**config.mk**
```make
export PLATFORM = sky130hd
export DESIGN_NAME = sprc_core
export DESIGN_NICKNAME = d
export VERILOG_FILES = /design/src/pkg/sprc_pkg.sv /design/src/hdl/sprc_core.sv
export SDC_FILE = /design/constraint.sdc
export NUM_CORES = 1
export LEC_CHECK = 0
export BUFFER_PORTS_ARGS = -buffer_cell sky130_fd_sc_hd__buf_2
export CAP_MARGIN = 20
export CORE_UTILIZATION = 60
export CTS_BUF_LIST = sky130_fd_sc_hd__clkbuf_4 sky130_fd_sc_hd__clkbuf_8
export CTS_CLUSTER_DIAMETER = 200
export CTS_CLUSTER_SIZE = 24
export DETAILED_ROUTE_END_ITERATION = 16
export PLACE_DENSITY = 0.95
export SLEW_MARGIN = 15
export SYNTH_ARGS = -nofsm -noshare
export SYNTH_HDL_FRONTEND = slang
export SYNTH_SLANG_ARGS = --single-unit
```
**constraint.sdc**
```tcl
create_clock -name clk_i -period 7.31 [get_ports clk_i]
set_clock_uncertainty 0.15 [all_clocks]
set_input_delay 0.731 -clock clk_i [delete_from_list [all_inputs] [get_ports clk_i]]
set_output_delay 0.731 -clock clk_i [all_outputs]
set_load 0.02 [all_outputs]
```
**src/pkg/sprc_pkg.sv**
```systemverilog
// Constants and carrier types for the self polling run control block.
// Assumes one 125 MHz clock with synchronous active-high reset.
package sprc_pkg;
	localparam int          SPRC_PRESCALE   = 64;
	localparam logic [3:0]  SPRC_PORT_LO    = 4'hE;
	localparam logic [7:0]  SPRC_SEL_LO     = 8'h0E;
	localparam logic [7:0]  SPRC_SEL_HI     = 8'hE0;
	localparam int          SPRC_TO_W       = 16;
	localparam logic [15:0] SPRC_TO_RST     = 16'h0000;

	typedef enum logic [1:0] {
		SPRC_MODE_CONST,
		SPRC_MODE_FALLBACK,
		SPRC_MODE_MIXED,
		SPRC_MODE_PERMANENT
	} sprc_mode_e;

	typedef enum logic [1:0] {
		SPRC_AFT_NEXT,
		SPRC_AFT_CFGA,
		SPRC_AFT_RELOAD
	} sprc_after_e;

	typedef enum logic [2:0] {
		SPRC_IDLE,
		SPRC_POLL,
		SPRC_OFF,
		SPRC_RUN
	} sprc_state_e;

	typedef struct packed {
		logic        master_select;
		sprc_mode_e  polling_mode;
		logic        two_configs;
		sprc_after_e after_end;
		logic        return_on_message_end;
		logic        fifo_clear_on_frame;
		logic        external_processing_select;
		logic        parallel_wakeup_enable;
		logic        shared_pattern_enable;
		logic        id_scan_enable;
		logic [2:0]  irq_mask;
		logic [7:0]  polling_reference_value;
		logic [15:0] sync_loss_timeout;
		logic [15:0] frame_start_timeout;
		logic [15:0] message_end_timeout;
		logic [7:0]  port_config_low;
		logic [7:0]  port_config_high;
	} sprc_cfg_s;

	typedef struct packed {
		logic       wakeup;
		logic       symbol_sync;
		logic       frame_start;
		logic       message_id;
		logic       end_of_message;
		logic       fifo_locked;
		logic       on_time_done;
		logic [7:0] channel;
	} sprc_ev_s;
endpackage

```
**src/hdl/sprc_core.sv**
```systemverilog
// Run-after-wake-up control, parallel wake-up search and polling timer front end.
// Assumes events from the demodulator other than the symbol_sync level are one-cycle pulses synchronous to clk_i.
`timescale 1ns/100ps
module sprc_core
	import sprc_pkg::*;
#(
	parameter int DATA_W = 8
) (
	input  wire logic              clk_i,
	input  wire logic              rst_i,
	input  wire sprc_cfg_s         cfg_i,
	input  wire sprc_ev_s          ev_i,
	input  wire logic              sleep_cmd_i,
	input  wire logic              external_timeout_cmd_i,
	input  wire logic              external_message_end_cmd_i,
	input  wire logic [DATA_W-1:0] rx_data_i,
	input  wire logic              rx_valid_i,
	output logic                   rx_ready_o,
	output logic [DATA_W-1:0]      fifo_data_o,
	output logic                   fifo_valid_o,
	input  wire logic              fifo_ready_i,
	output logic                   fifo_clear_o,
	output logic                   run_state_o,
	output logic                   polling_o,
	output logic                   config_b_o,
	output logic                   modulation_switch_o,
	output logic                   frame_search_o,
	output logic                   id_scan_o,
	output logic                   parallel_search_o,
	output logic                   framer_reset_o,
	output logic [2:0]             irq_o,
	output logic [8:0]             received_channel_status_o,
	output logic                   polling_timer_init_o,
	output logic                   ref_tick_o,
	output logic [3:0]             port_sync_o
);

	typedef struct packed {
		sprc_state_e             st;
		logic                    cfg_b;
		logic                    in_frame;
		logic                    first_done;
		logic                    pws_active;
		logic [SPRC_TO_W-1:0]    to_sync;
		logic [SPRC_TO_W-1:0]    to_fs;
		logic [SPRC_TO_W-1:0]    to_end;
		logic [5:0]              pre;
		logic [7:0]              ref_cnt;
		logic                    tick;
		logic [2:0]              irq;
		logic [8:0]              chan;
		logic                    fclr;
		logic                    ptinit;
		logic                    frst;
		logic [1:0]              cnt;
		logic [1:0][DATA_W-1:0]  buf_d;
		logic                    wp;
		logic                    rp;
	} sprc_st_s;

	sprc_st_s s_r;
	sprc_st_s s_nxt;

	function automatic logic port_pick(input logic [7:0] cfg, input logic hi);
		port_pick = hi ? (cfg == SPRC_SEL_HI) : (cfg == SPRC_SEL_LO);
	endfunction

	logic leave;
	logic go_a;
	logic ext_ok;
	logic ext_to;
	logic ext_end;
	logic msg_end;
	logic last_cfg;
	logic push;
	logic pop;

	always_comb begin
		s_nxt = s_r;
		s_nxt.irq = 3'h0;
		s_nxt.fclr = 1'b0;
		s_nxt.ptinit = 1'b0;
		s_nxt.frst = 1'b0;
		s_nxt.tick = 1'b0;
		ext_ok = cfg_i.external_processing_select;
		ext_to = ext_ok && external_timeout_cmd_i;
		ext_end = ext_ok && external_message_end_cmd_i;
		msg_end = ev_i.end_of_message || ext_end;
		last_cfg = !cfg_i.two_configs || s_r.cfg_b;
		leave = 1'b0;
		go_a = 1'b0;

		// Reference timer: fixed prescale then programmable scale
		if (s_r.pre == 6'(SPRC_PRESCALE - 1)) begin
			s_nxt.pre = 6'h00;
			if (s_r.ref_cnt >= cfg_i.polling_reference_value) begin
				s_nxt.ref_cnt = 8'h00;
				s_nxt.tick = 1'b1;
			end else begin
				s_nxt.ref_cnt = s_r.ref_cnt + 8'h01;
			end
		end else begin
			s_nxt.pre = s_r.pre + 6'h01;
		end

		case (s_r.st)
			SPRC_IDLE: begin
				if (cfg_i.master_select) begin
					s_nxt.st = SPRC_POLL;
					s_nxt.cfg_b = 1'b0;
					s_nxt.ptinit = 1'b1;
				end
			end
			SPRC_POLL: begin
				if (ev_i.wakeup) begin
					s_nxt.st = SPRC_RUN;
					s_nxt.in_frame = 1'b0;
					s_nxt.first_done = 1'b0;
					s_nxt.pws_active = 1'b0;
					s_nxt.to_sync = cfg_i.sync_loss_timeout;
					s_nxt.to_fs = cfg_i.frame_start_timeout;
					s_nxt.to_end = cfg_i.message_end_timeout;
					s_nxt.fclr = !cfg_i.fifo_clear_on_frame;
					s_nxt.frst = !cfg_i.shared_pattern_enable;
				end else if (ev_i.on_time_done) begin
					if (last_cfg) begin
						s_nxt.st = SPRC_OFF;
					end else begin
						s_nxt.cfg_b = 1'b1;
					end
				end
			end
			SPRC_OFF: begin
				if (ev_i.on_time_done) begin
					s_nxt.st = SPRC_POLL;
					s_nxt.cfg_b = 1'b0;
					s_nxt.ptinit = 1'b1;
				end
			end
			SPRC_RUN: begin
				// Timeout counters count reference ticks
				if (s_r.tick) begin
					if (!ev_i.symbol_sync && s_r.to_sync != SPRC_TO_RST) begin
						s_nxt.to_sync = s_r.to_sync - 16'h0001;
					end
					if (!s_r.in_frame && s_r.to_fs != SPRC_TO_RST) begin
						s_nxt.to_fs = s_r.to_fs - 16'h0001;
					end
					if (s_r.in_frame && s_r.to_end != SPRC_TO_RST) begin
						s_nxt.to_end = s_r.to_end - 16'h0001;
					end
				end
				if (ev_i.symbol_sync) begin
					s_nxt.to_sync = cfg_i.sync_loss_timeout;
				end
				if (ev_i.frame_start && !s_r.in_frame) begin
					s_nxt.in_frame = 1'b1;
					s_nxt.pws_active = 1'b0;
					s_nxt.irq[0] = 1'b1;
					s_nxt.fclr = cfg_i.fifo_clear_on_frame && !ev_i.fifo_locked;
				end
				if (ev_i.message_id && cfg_i.id_scan_enable) begin
					s_nxt.irq[1] = 1'b1;
				end
				// Parallel wake-up search between frames
				if (cfg_i.parallel_wakeup_enable && s_r.first_done && !s_r.in_frame
					&& !ev_i.frame_start) begin
					if (ev_i.symbol_sync && !s_r.pws_active) begin
						s_nxt.pws_active = 1'b1;
					end else if (!ev_i.symbol_sync || ev_i.wakeup) begin
						s_nxt.pws_active = 1'b0;
					end
				end
				if (s_r.pws_active && ev_i.wakeup) begin
					s_nxt.fclr = !cfg_i.fifo_clear_on_frame;
					s_nxt.frst = !cfg_i.shared_pattern_enable;
				end
				if (msg_end) begin
					s_nxt.irq[2] = ev_i.end_of_message;
					s_nxt.in_frame = 1'b0;
					s_nxt.first_done = 1'b1;
					s_nxt.chan = {s_r.cfg_b, ev_i.channel};
					if (cfg_i.return_on_message_end || ext_end) begin
						leave = cfg_i.after_end != SPRC_AFT_RELOAD || !ext_end;
					end
					if (!leave) begin
						s_nxt.to_sync = cfg_i.sync_loss_timeout;
						s_nxt.to_fs = cfg_i.frame_start_timeout;
						s_nxt.to_end = cfg_i.message_end_timeout;
					end
				end
				if (ext_to || (s_r.to_sync == SPRC_TO_RST && !ev_i.symbol_sync)
					|| (!s_r.in_frame && s_r.to_fs == SPRC_TO_RST)
					|| (s_r.in_frame && s_r.to_end == SPRC_TO_RST)) begin
					leave = 1'b1;
				end
				if (leave) begin
					go_a = cfg_i.after_end == SPRC_AFT_CFGA;
					if (go_a || cfg_i.polling_mode == SPRC_MODE_CONST) begin
						s_nxt.ptinit = 1'b1;
					end
					if (go_a) begin
						s_nxt.st = SPRC_POLL;
						s_nxt.cfg_b = 1'b0;
					end else if (last_cfg) begin
						s_nxt.st = SPRC_OFF;
					end else begin
						s_nxt.st = SPRC_POLL;
						s_nxt.cfg_b = 1'b1;
					end
				end
			end
			default: s_nxt.st = SPRC_IDLE;
		endcase

		if (!cfg_i.master_select || sleep_cmd_i) begin
			s_nxt.st = SPRC_IDLE;
			s_nxt.pws_active = 1'b0;
		end
		s_nxt.irq = s_nxt.irq & ~cfg_i.irq_mask;

		// Two-entry data buffer; cleared with the FIFO
		push = rx_valid_i && s_r.cnt != 2'd2 && s_r.st == SPRC_RUN && s_r.in_frame;
		pop = fifo_ready_i && s_r.cnt != 2'd0;
		if (push) begin
			s_nxt.buf_d[s_r.wp] = rx_data_i;
			s_nxt.wp = !s_r.wp;
		end
		if (pop) begin
			s_nxt.rp = !s_r.rp;
		end
		s_nxt.cnt = s_r.cnt + 2'(push) - 2'(pop);
		if (s_r.fclr) begin
			s_nxt.cnt = 2'd0;
			s_nxt.wp = 1'b0;
			s_nxt.rp = 1'b0;
		end
	end

	always_ff @(posedge clk_i) begin
		if (rst_i) begin
			s_r <= '0;
		end else begin
			s_r <= s_nxt;
		end
	end

	assign rx_ready_o = s_r.cnt != 2'd2 && s_r.st == SPRC_RUN && s_r.in_frame;
	assign fifo_valid_o = s_r.cnt != 2'd0;
	assign fifo_data_o = s_r.buf_d[s_r.rp];
	assign fifo_clear_o = s_r.fclr;
	assign run_state_o = s_r.st == SPRC_RUN;
	assign polling_o = s_r.st == SPRC_POLL;
	assign config_b_o = s_r.cfg_b;
	assign modulation_switch_o = s_r.st == SPRC_RUN;
	assign frame_search_o = s_r.st == SPRC_RUN && !s_r.in_frame;
	assign id_scan_o = s_r.st == SPRC_RUN && s_r.in_frame && cfg_i.id_scan_enable;
	assign parallel_search_o = s_r.pws_active;
	assign framer_reset_o = s_r.frst;
	assign irq_o = s_r.irq;
	assign received_channel_status_o = s_r.chan;
	assign polling_timer_init_o = s_r.ptinit;
	assign ref_tick_o = s_r.tick;

	// Symbol sync routing to the four output ports
	for (genvar p = 0; p < 4; p++) begin : g_port
		assign port_sync_o[p] = ev_i.symbol_sync
			&& port_pick(p < 2 ? cfg_i.port_config_low : cfg_i.port_config_high, (p % 2) == 1);
	end

endmodule

```
==> results of run 1 <==
## per-stage QoR
stage | setup WS, ns | power (mW) | cells
after floorplan | 4.59 | 0.689 | 759
after CTS | 4.23 | 1.11 | 1010
after global placement | 4.49 | 0.746 | 994
after global routing | 4.05 | 1.15 | 1010
after detailed placement | 4.39 | 0.751 | 994
final | 4.21 | 1.11 | 1010
## worst max-delay path, stage by stage, from the launching register on
cell and delay, ns:
dfxtp_1 0.61, nand2_1 0.46, inv_1 0.34, o211a_1 0.24, buf_2 0.18
## state kept, by name, indices dropped and copies added (netlist names)
| name | cells |
|---|---|
| fifo_clear_o | 1 |
| config_b_o | 1 |
| polling_timer_init_o | 1 |
| ref_tick_o | 1 |
| s_r | 86 |
| framer_reset_o | 1 |
| parallel_search_o | 1 |
| irq_o | 3 |
| received_channel_status_o | 9 |
## routing by layer
| layer | global-route usage, % | vias up | wire [µm] |
|---|---|---|---|
| met2 | 50.7 | 330 | 7760 |
| met4 | 13.1 | 0 | 451 |
| met1 | 42.7 | 2909 | 7190 |
| met3 | 5.49 | 43 | 1300 |
| li1 | - | 3062 | - |
| met5 | 0 | - | 0 |
## cell families (layout without fill, tap and decap cells)
group           count (synthesis)  in the layout
buf+inv                        86            204
simple gates                  320            320
flops                         104            104
xor+xnor                       14             14
compound gates                187            187
mux                            33             33
fa+ha+maj                      15             15
## cell usage in the layout (no fill, tap or decap), drive strengths merged, types with 15 or more instances in the layout
cell / n
or3: 15
buf: 159
ha: 15
inv: 34
a31oi: 22
dfxtp: 104
nand4: 19
mux2i: 23
nor3: 26
nand3: 43
nor2: 61
o21ai: 20
a21oi: 41
nand2: 69
nor4: 16
## area by class of cell
type | count | area [µm²]
inverter | 29 | 109
sequential | 104 | 2080
fill | 803 | 2760
tap | 133 | 166
timing repair buffer | 159 | 811
clock inverter | 7 | 70.1
clock buffer | 9 | 124
multi-input combinational | 569 | 3690
## where the power goes
group | switching, mW | internal [mW] | total (mW)
Combinational | 0.0826 | 0.0655 | 0.148
Sequential | 0.0155 | 0.578 | 0.593
Clock | 0.233 | 0.135 | 0.368
## path summary, 6_finish.rpt
kind | slack, ns | end | depth (start not counted) | from
setup / recovery | 4.21 | rx_ready_o | 4 | s_r[102]$_SDFFE_PP0P_
hold reg to reg | 0.31 | received_channel_status_o[0]$_SDFFE_PP0P_ | 2 | received_channel_status_o[0]$_SDFFE_PP0P_
setup reg to reg | 4.36 | s_r[19]$_SDFF_PP0_ | 9 | s_r[102]$_SDFFE_PP0P_
hold / removal | 0.31 | received_channel_status_o[0]$_SDFFE_PP0P_ | 2 | received_channel_status_o[0]$_SDFFE_PP0P_
==> key figures, run 1 <==
STA
  – Setup_tns: 0 ns
  – Setup-failing EPs final: 0
  – Final worst path period share: 42.5%
  – Final Max Slew Viols: 0
  – Least-Margin Pin Slew: 0.970 ns
  – Final Hold Viols: 0
  – Fin crit period: 3.10 ns
  – Hold_ws: 0.310 ns
  – Max-slew headroom: 35.3%
  – RSZ-0062 raised after global routing: false
  – Fmax: 322 MHz

Layout
  – Synth-to-Final Area Change: 15.1%
  – Antenna cells: 0
  – Fraction of layout cells with a size suffix above 1: 23.5%
  – Final net count: 1004
  – Finished Cell Area: 7060 µm²
  – Fin util: 71.9%

Clock tree
  – Clock slew at reported path FFs: 0.11 ns
  – CTS Sinks: 104
  – CTS Root Cell: clkbuf_8
  – Hold_buf cts: 0
  – Total CTS buffers: 9
  – Clk_lat worst skew: 0.40 ns
  – CTS tree: yes
  – Post-cts resize count: 0
  – H-tree Lvls: 3
  – Post-CTS Setup Inserts: 0
  – Clock Path Buffers: 2

Yosys
  – Post-synthesis cell count: 759
  – Post-synth EDFFs: 0
  – Cell taking the most area after synthesis: dfxtp_1
  – Register bit count reported by yosys: 104
  – Compound-Gate Fraction of Synth Area: 21.7%
  – Post-synthesis cell area: 6130 µm²
  – Most frequent cell after synthesis: dfxtp_1
  – Unique masters post-synth: 74
  – Post-Syn Nets: 891
  – Largest family of logic cells by synthesized area: simple AND/OR/NAND/NOR gates
  – Syn_area_per_cell: 8.07 µm²
  – YS warnings: 0
  – Synth top area cells: dfxtp_1 (34%), nand2_1 (4.2%), mux2i_1 (3.8%)
  – Synth cell count leaders: dfxtp_1 (104), nand2_1 (69), nor2_1 (60)
  – Post-Synth Adder-Cell Area: 3.06%
  – Synth top area share: 34.0%
  – Asr flop ratio synth: 0%
  – Post-Synth XOR/XNOR Area: 2.00%
  – Post-synthesis mux area share: 5.59%
  – Sequential area share after synthesis: 34.0%
  – Synth Area in Simple Gates: 27.5%
  – Most common flop cell mapped by yosys: dfxtp_1

Power
  – Peak VDD IR: 145 µV
  – Leakage: 2.89 nW
  – PwrDens: 157 nW/µm²

Floorplan
  – Floorplan die height: 103 µm
  – Full die area: 10600 µm²
  – Standard-cell row count: 36
  – Initial Util: 62.4%
  – Core footprint: 9820 µm²
  – Die Wd: 103 µm
  – Top-Level Pins: 154

Critical path
  – WS Path Type: reg2out
  – Worst setup EP type: output pin
  – Critical Path AT: 2.22 ns
  – Startpoint Class: flip-flop
  – Worst Path Required: 6.43 ns
  – CP Max Fanout: 14

Place
  – Placed cell areas: 6860 µm²
  – Dpl hpwl: 11900 µm
  – Port Buf Inserts: 153
  – RePlAce Congestion: 0.916

Detailed routing
  – Wire length per cell: 16.5 µm
  – # DRC: 0
  – Vias per inst: 6.28
  – Via Count: 6344
  – Routed WL: 16700 µm
  – Iteration-0 DRC Markers: 422
  – Final ANT Viol Nets: 0
  – 1st-pass router iterations: 5

GRT
  – Tot GR Track Use: 31.8%
  – Vias in the first global route: 5721
  – Total grt overflow: 0
  – Largest net degree at the start of global routing: 93
  – Initial antenna violation count: 0
  – Global-route wire length before repair: 26700 µm

Run status
  – Status: complete, no violations

Min path
  – Hold crit path type: reg2reg

Flow run
  – Max Cap Viol: 0
Power figures use the tool's default switching activity.
==> inputs of run 2 (changes only) <==
CORE_UTILIZATION = 56   (was 60)
PLACE_DENSITY = 0.92   (was 0.95)
clock period = 3.1 ns   (was 7.31 ns; I/O delays follow)
==> key figures, run 2 (same netlist as run 1, synthesis figures left out) <==
Clock tree
  – Clk_lat worst skew: 0.38 ns
  – CTS tree: yes
  – Hold_buf cts: 8
  – Total CTS buffers: 9
  – Clock Path Buffers: 2
  – Post-CTS Setup Inserts: 0
  – Clock slew at reported path FFs: 0.11 ns
  – CTS Root Cell: clkbuf_8
  – Post-cts resize count: 0
  – H-tree Lvls: 3
  – CTS Sinks: 104

Detailed routing
  – Top routing layer used: met4
  – Final ANT Viol Nets: 0
  – 1st-pass router iterations: 5
  – Vias per inst: 6.37
  – Wire length on met2: 8660 µm
  – Wire length on met1: 7240 µm
  – Wire length per cell: 17.4 µm
  – Routed WL: 17900 µm
  – # DRC: 0
  – Met3 wire len: 1640 µm
  – Via Count: 6591
  – Iteration-0 DRC Markers: 444

Critical path
  – Critical path, cell by cell: inv_1 -> ha_1 -> or4b_2 -> or4_1 -> o22ai_1 -> nor3_1 -> o21a_1
  – Critical path buffers and inverters: 1
  – Startpoint Class: flip-flop
  – Slowest CP cell: or4b_2
  – CP Max Fanout: 6
  – Worst Path Required: 3.24 ns
  – WS Path Type: reg2reg
  – Worst path max stage delay: 0.58 ns
  – R2R setup slack: 0.41 ns
  – Cell family with most CP delay: simple AND/OR/NAND/NOR gates
  – Worst setup EP type: flip-flop
  – Critical Path AT: 2.83 ns

Layout
  – Largest register FFs: 86
  – Synth-to-Final Area Change: 18.3%
  – Commonest non-fill, non-tap cells in the layout: buf_2 (153), dfxtp_1 (104), nand2_1 (69), nor2_1 (60), nand3_1 (43)
  – Final net count: 1025
  – FILL cells: 873
  – Largest Register: s_r
  – Commonest non-fill, non-tap cell in the layout: buf_2
  – Fraction of layout cells with a size suffix above 1: 24.4%
  – Antenna cells: 0

GRT
  – Total grt overflow: 0
  – Global-route wire length before repair: 29200 µm
  – Initial antenna violation count: 0
  – Tot GR Track Use: 31.8%
  – Vias in the first global route: 6196
  – Largest net degree at the start of global routing: 37

STA
  – Hold_ws: 0.0136 ns
  – Final worst path period share: 86.9%
  – RSZ-0062 raised after global routing: false
  – Setup_tns: 0 ns
  – Max-slew headroom: 51.3%
  – Fin crit period: 2.69 ns
  – Least-Margin Pin Slew: 0.724 ns
  – Final Hold Viols: 0
  – Final Max Slew Viols: 0
  – Setup-failing EPs final: 0
  – Fmax: 371 MHz

Floorplan
  – Top-Level Pins: 154
  – Core footprint: 10500 µm²
  – Standard-cell row count: 37
  – Die Wd: 107 µm
  – Initial Util: 58.6%
  – Full die area: 11400 µm²
  – Floorplan die height: 107 µm

Power
  – Combinational share of power: 14.1%
  – Leakage: 2.98 nW
  – PwrDens: 360 nW/µm²
  – Switching part of the total power: 29.2%
  – Sw power: 764 µW
  – Peak VDD IR: 305 µV
  – P_int: 1.85 mW
  – Part of the power in registers: 53.5%
  – Clock Power Share: 32.4%

Min path
  – Hold crit path type: in2reg

Run status
  – Status: complete, no violations

Place
  – Port Buf Inserts: 153
  – Dpl hpwl: 12900 µm
  – RePlAce Congestion: 0.888

Flow run
  – Max Cap Viol: 0
==> run 2: changes by cell type in the layout (fill, tap and decap cells not counted), sizes merged <==
cell         delta
dlygate4sd3     +8
clkinv          +1
buf            +13
inv             -2
clkbuf          +1
==> run 2: metal layers <==
metal | GRT usage (%) | vias up
met3 | 6.26 | 42
met2 | 53.3 | 343
li1 | - | 3125
met4 | 11.4 | 0
met1 | 40.6 | 3081
met5 | 0 | -
==> run 2: layout make-up <==
type / count / area, µm² / share of cell area [%]
Clock buffer: 10 / 131 / 1.81
Clock inverter: 6 / 61.3 / 0.846
Inverter: 29 / 109 / 1.50
Multi-Input combinational cell: 569 / 3710 / 51.1
Sequential cell: 104 / 2080 / 28.7
Tap cell: 136 / 170 / 2.35
Timing Repair Buffer: 180 / 988 / 13.6
==> run 2: path summary, 6_finish.rpt <==
path	from	end	cells after the start
setup / recovery	s_r[66]$_SDFFE_PP0P_	s_r[102]$_SDFFE_PP0P_	7
setup reg to reg	s_r[66]$_SDFFE_PP0P_	s_r[102]$_SDFFE_PP0P_	7
hold / removal	ev_i[6]	received_channel_status_o[6]$_SDFFE_PP0P_	3
hold reg to reg	s_r[44]$_SDFF_PP0_	s_r[44]$_SDFF_PP0_	1
==> run 2: worst reg2reg max path: cells and delay by family, from the launching register on <==
kind / cells / cell delay, ns
simple gates: 3 / 1.24
compound gates: 2 / 0.56
flops: 1 / 0.34
fa+ha+maj: 1 / 0.21
buf+inv: 1 / 0.10
==> run 2: stage by stage <==
| step | power (mW) | util (%) | area (µm²) | worst slack (ns) | cells |
|---|---|---|---|---|---|
| 2_1_floorplan | 1.63 | - | 6130 | 0.661 | 759 |
| 3_3_place_gp | 1.77 | 66.7 | 6980 | 0.528 | 1010 |
| 3_5_place_dp | 1.78 | 66.7 | 6980 | 0.473 | 1010 |
| 4_1_cts | 2.62 | 69.3 | 7250 | 0.452 | 1034 |
| 5_1_grt | 2.71 | 69.3 | 7250 | 0.236 | 1034 |
| 6_report | 2.61 | 69.3 | 7250 | 0.406 | 1034 |
==> run 2: power by group through the flow <==
stage          logic [mW]  clock network [mW]  registers, mW
2_1_floorplan       0.216                   0           1.41
3_3_place_gp        0.345                   0           1.42
3_5_place_dp        0.351                   0           1.43
4_1_cts             0.361               0.861           1.40
5_1_grt             0.400               0.904           1.40
6_report            0.367               0.847           1.40
==> inputs of run 3 (changes only) <==
CTS_BUF_LIST = sky130_fd_sc_hd__clkbuf_8   (was sky130_fd_sc_hd__clkbuf_4 sky130_fd_sc_hd__clkbuf_8)
CTS_CLUSTER_SIZE = 40   (was 24)
REMOVE_ABC_BUFFERS = 1   (was not set)
==> key figures, run 3 (same netlist as run 1, synthesis figures left out) <==
GRT
  – Total grt overflow: 0
  – Largest net degree at the start of global routing: 33
  – Vias in the first global route: 5940
  – Tot GR Track Use: 30.3%
  – Global-route wire length before repair: 28100 µm
  – Initial antenna violation count: 0

Layout
  – Commonest non-fill, non-tap cell in the layout: buf_2
  – Largest register FFs: 86
  – Largest Register: s_r
  – Synth-to-Final Area Change: 18.1%
  – Commonest non-fill, non-tap cells in the layout: buf_2 (153), dfxtp_1 (104), nand2_1 (69), nor2_1 (60), nand3_1 (43)
  – Final net count: 1024
  – Antenna cells: 0
  – Fraction of layout cells with a size suffix above 1: 24.5%

Min path
  – Hold crit path type: in2reg
  – Hold EP: received_channel_status_o[3]$_SDFFE_PP0P_
  – Hold path depth: 3
  – Min-delay src: ev_i[3]

Floorplan
  – Floorplan die height: 107 µm
  – Initial Util: 58.6%
  – Core footprint: 10500 µm²
  – Die Wd: 107 µm
  – Top-Level Pins: 154
  – Standard-cell row count: 37
  – Full die area: 11400 µm²

Clock tree
  – Clk_lat worst skew: 0.38 ns
  – Clock Path Buffers: 2
  – CTS tree: yes
  – CTS Root Cell: clkbuf_8
  – CTS Sinks: 104
  – Post-cts resize count: 0
  – H-tree Lvls: 3
  – Total CTS buffers: 9
  – Clock slew at reported path FFs: 0.10 ns

Critical path
  – Worst path max stage delay: 0.52 ns
  – Critical path, cell by cell: inv_1 -> ha_1 -> or3b_2 -> nor3_1 -> nand3_1 -> or4_1 -> a31oi_1
  – Worst r2r src: s_r[50]$_SDFFE_PP0P_
  – CP Max Fanout: 6
  – R2r endpoint: s_r[60]$_SDFFE_PP0P_
  – Critical Path AT: 2.94 ns
  – Worst setup EP type: flip-flop
  – Worst Path Required: 3.26 ns
  – Startpoint Class: flip-flop
  – WS Path Type: reg2reg
  – Worst reg2reg path depth: 7
  – R2R setup slack: 0.31 ns
  – Slowest CP cell: or3b_2

Detailed routing
  – Final ANT Viol Nets: 0
  – Iteration-0 DRC Markers: 663
  – Vias per inst: 6.34
  – Wire length per cell: 16.7 µm
  – Via Count: 6553
  – 1st-pass router iterations: 6
  – Routed WL: 17200 µm
  – # DRC: 0

Flow run
  – Max Cap Viol: 0

STA
  – Final worst path period share: 89.9%
  – Fmax: 359 MHz
  – Least-Margin Pin Slew: 0.887 ns
  – Max-slew headroom: 40.6%
  – Setup-failing EPs final: 0
  – Fin crit period: 2.79 ns
  – Final Max Slew Viols: 0
  – Final Hold Viols: 0
  – Worst setup margin: 0.314 ns
  – RSZ-0062 raised after global routing: false

Power
  – Overall power: 2.63 mW
  – Peak VDD IR: 220 µV
  – Leakage: 2.98 nW
  – PwrDens: 363 nW/µm²

Place
  – Dpl ws: 0.468 ns
  – RePlAce Congestion: 0.872
  – Dpl hpwl: 12300 µm
  – Port Buf Inserts: 153

Run status
  – Status: complete, no violations
-- run 3: power by group --
group | switching (mW) | internal, mW | total, mW | leakage [nW]
clock network | 0.495 | 0.373 | 0.869 | 0.0952
logic | 0.197 | 0.163 | 0.361 | 2.04
registers | 0.0359 | 1.36 | 1.40 | 0.840
total | 0.728 | 1.90 | 2.63 | 2.98
-- run 3: worst max path at each step --
stage	from	endpoint	slack (ns)	depth (start not counted)
6_report	s_r[50]$_SDFFE_PP0P_	s_r[60]$_SDFFE_PP0P_	0.31	7
5_1_grt	s_r[50]$_SDFFE_PP0P_	s_r[60]$_SDFFE_PP0P_	0.19	7
4_1_cts	s_r[50]$_SDFFE_PP0P_	s_r[60]$_SDFFE_PP0P_	0.38	7
3_5_place_dp	s_r[66]$_SDFFE_PP0P_	s_r[102]$_SDFFE_PP0P_	0.47	7
3_3_place_gp	s_r[66]$_SDFFE_PP0P_	s_r[102]$_SDFFE_PP0P_	0.50	7
2_1_floorplan	s_r[102]$_SDFFE_PP0P_	s_r[80]$_SDFFE_PP0P_	-1.27	5
-- run 3: layout make-up --
cell class | count | area (µm²)
clock buffer | 9 | 124
clock inverter | 7 | 72.6
fill | 838 | 3220
inverter | 29 | 109
multi-input combinational | 569 | 3710
sequential | 104 | 2080
tap | 136 | 170
timing repair buffer | 179 | 976
-- run 3: routing by layer --
layer / GRT usage [%] / wire, µm / vias up / share of wire (%)
li1: - / - / 3116 / -
met1: 38.4 / 7120 / 3052 / 41
met2: 51.4 / 8380 / 347 / 49
met3: 6.44 / 1440 / 38 / 8.3
met4: 9.10 / 286 / 0 / 1.7
met5: 0 / 0 / - / 0
-- run 3: per-stage QoR --
stage	TNS (ns)	instances	hold WS, ns	area, µm²	utilization (%)
after CTS	0	1033	0.00746	7240	69.2
after detailed placement	0	1011	0.296	6980	66.7
after global placement	0	1011	0.289	6980	66.7
final	0	1033	0.0144	7240	69.2
after floorplan	-32.58	702	0.229	5860	-
after global routing	0	1033	0.00594	7240	69.2
-- run 3: worst max-delay path, delay by kind of cell, from the launching register on --
| kind | cells | cell delay (ns) |
|---|---|---|
| compound gates | 1 | 0.19 |
| fa+ha+maj | 1 | 0.27 |
| buf+inv | 1 | 0.09 |
| flops | 1 | 0.35 |
| simple gates | 4 | 1.66 |
-- run 3: timing repair --
| action | in CTS | in global routing |
|---|---|---|
| setup buffers | 0 | 0 |
| hold buffers | 6 | 0 |
| hold endpoints to repair | 5 | 0 |
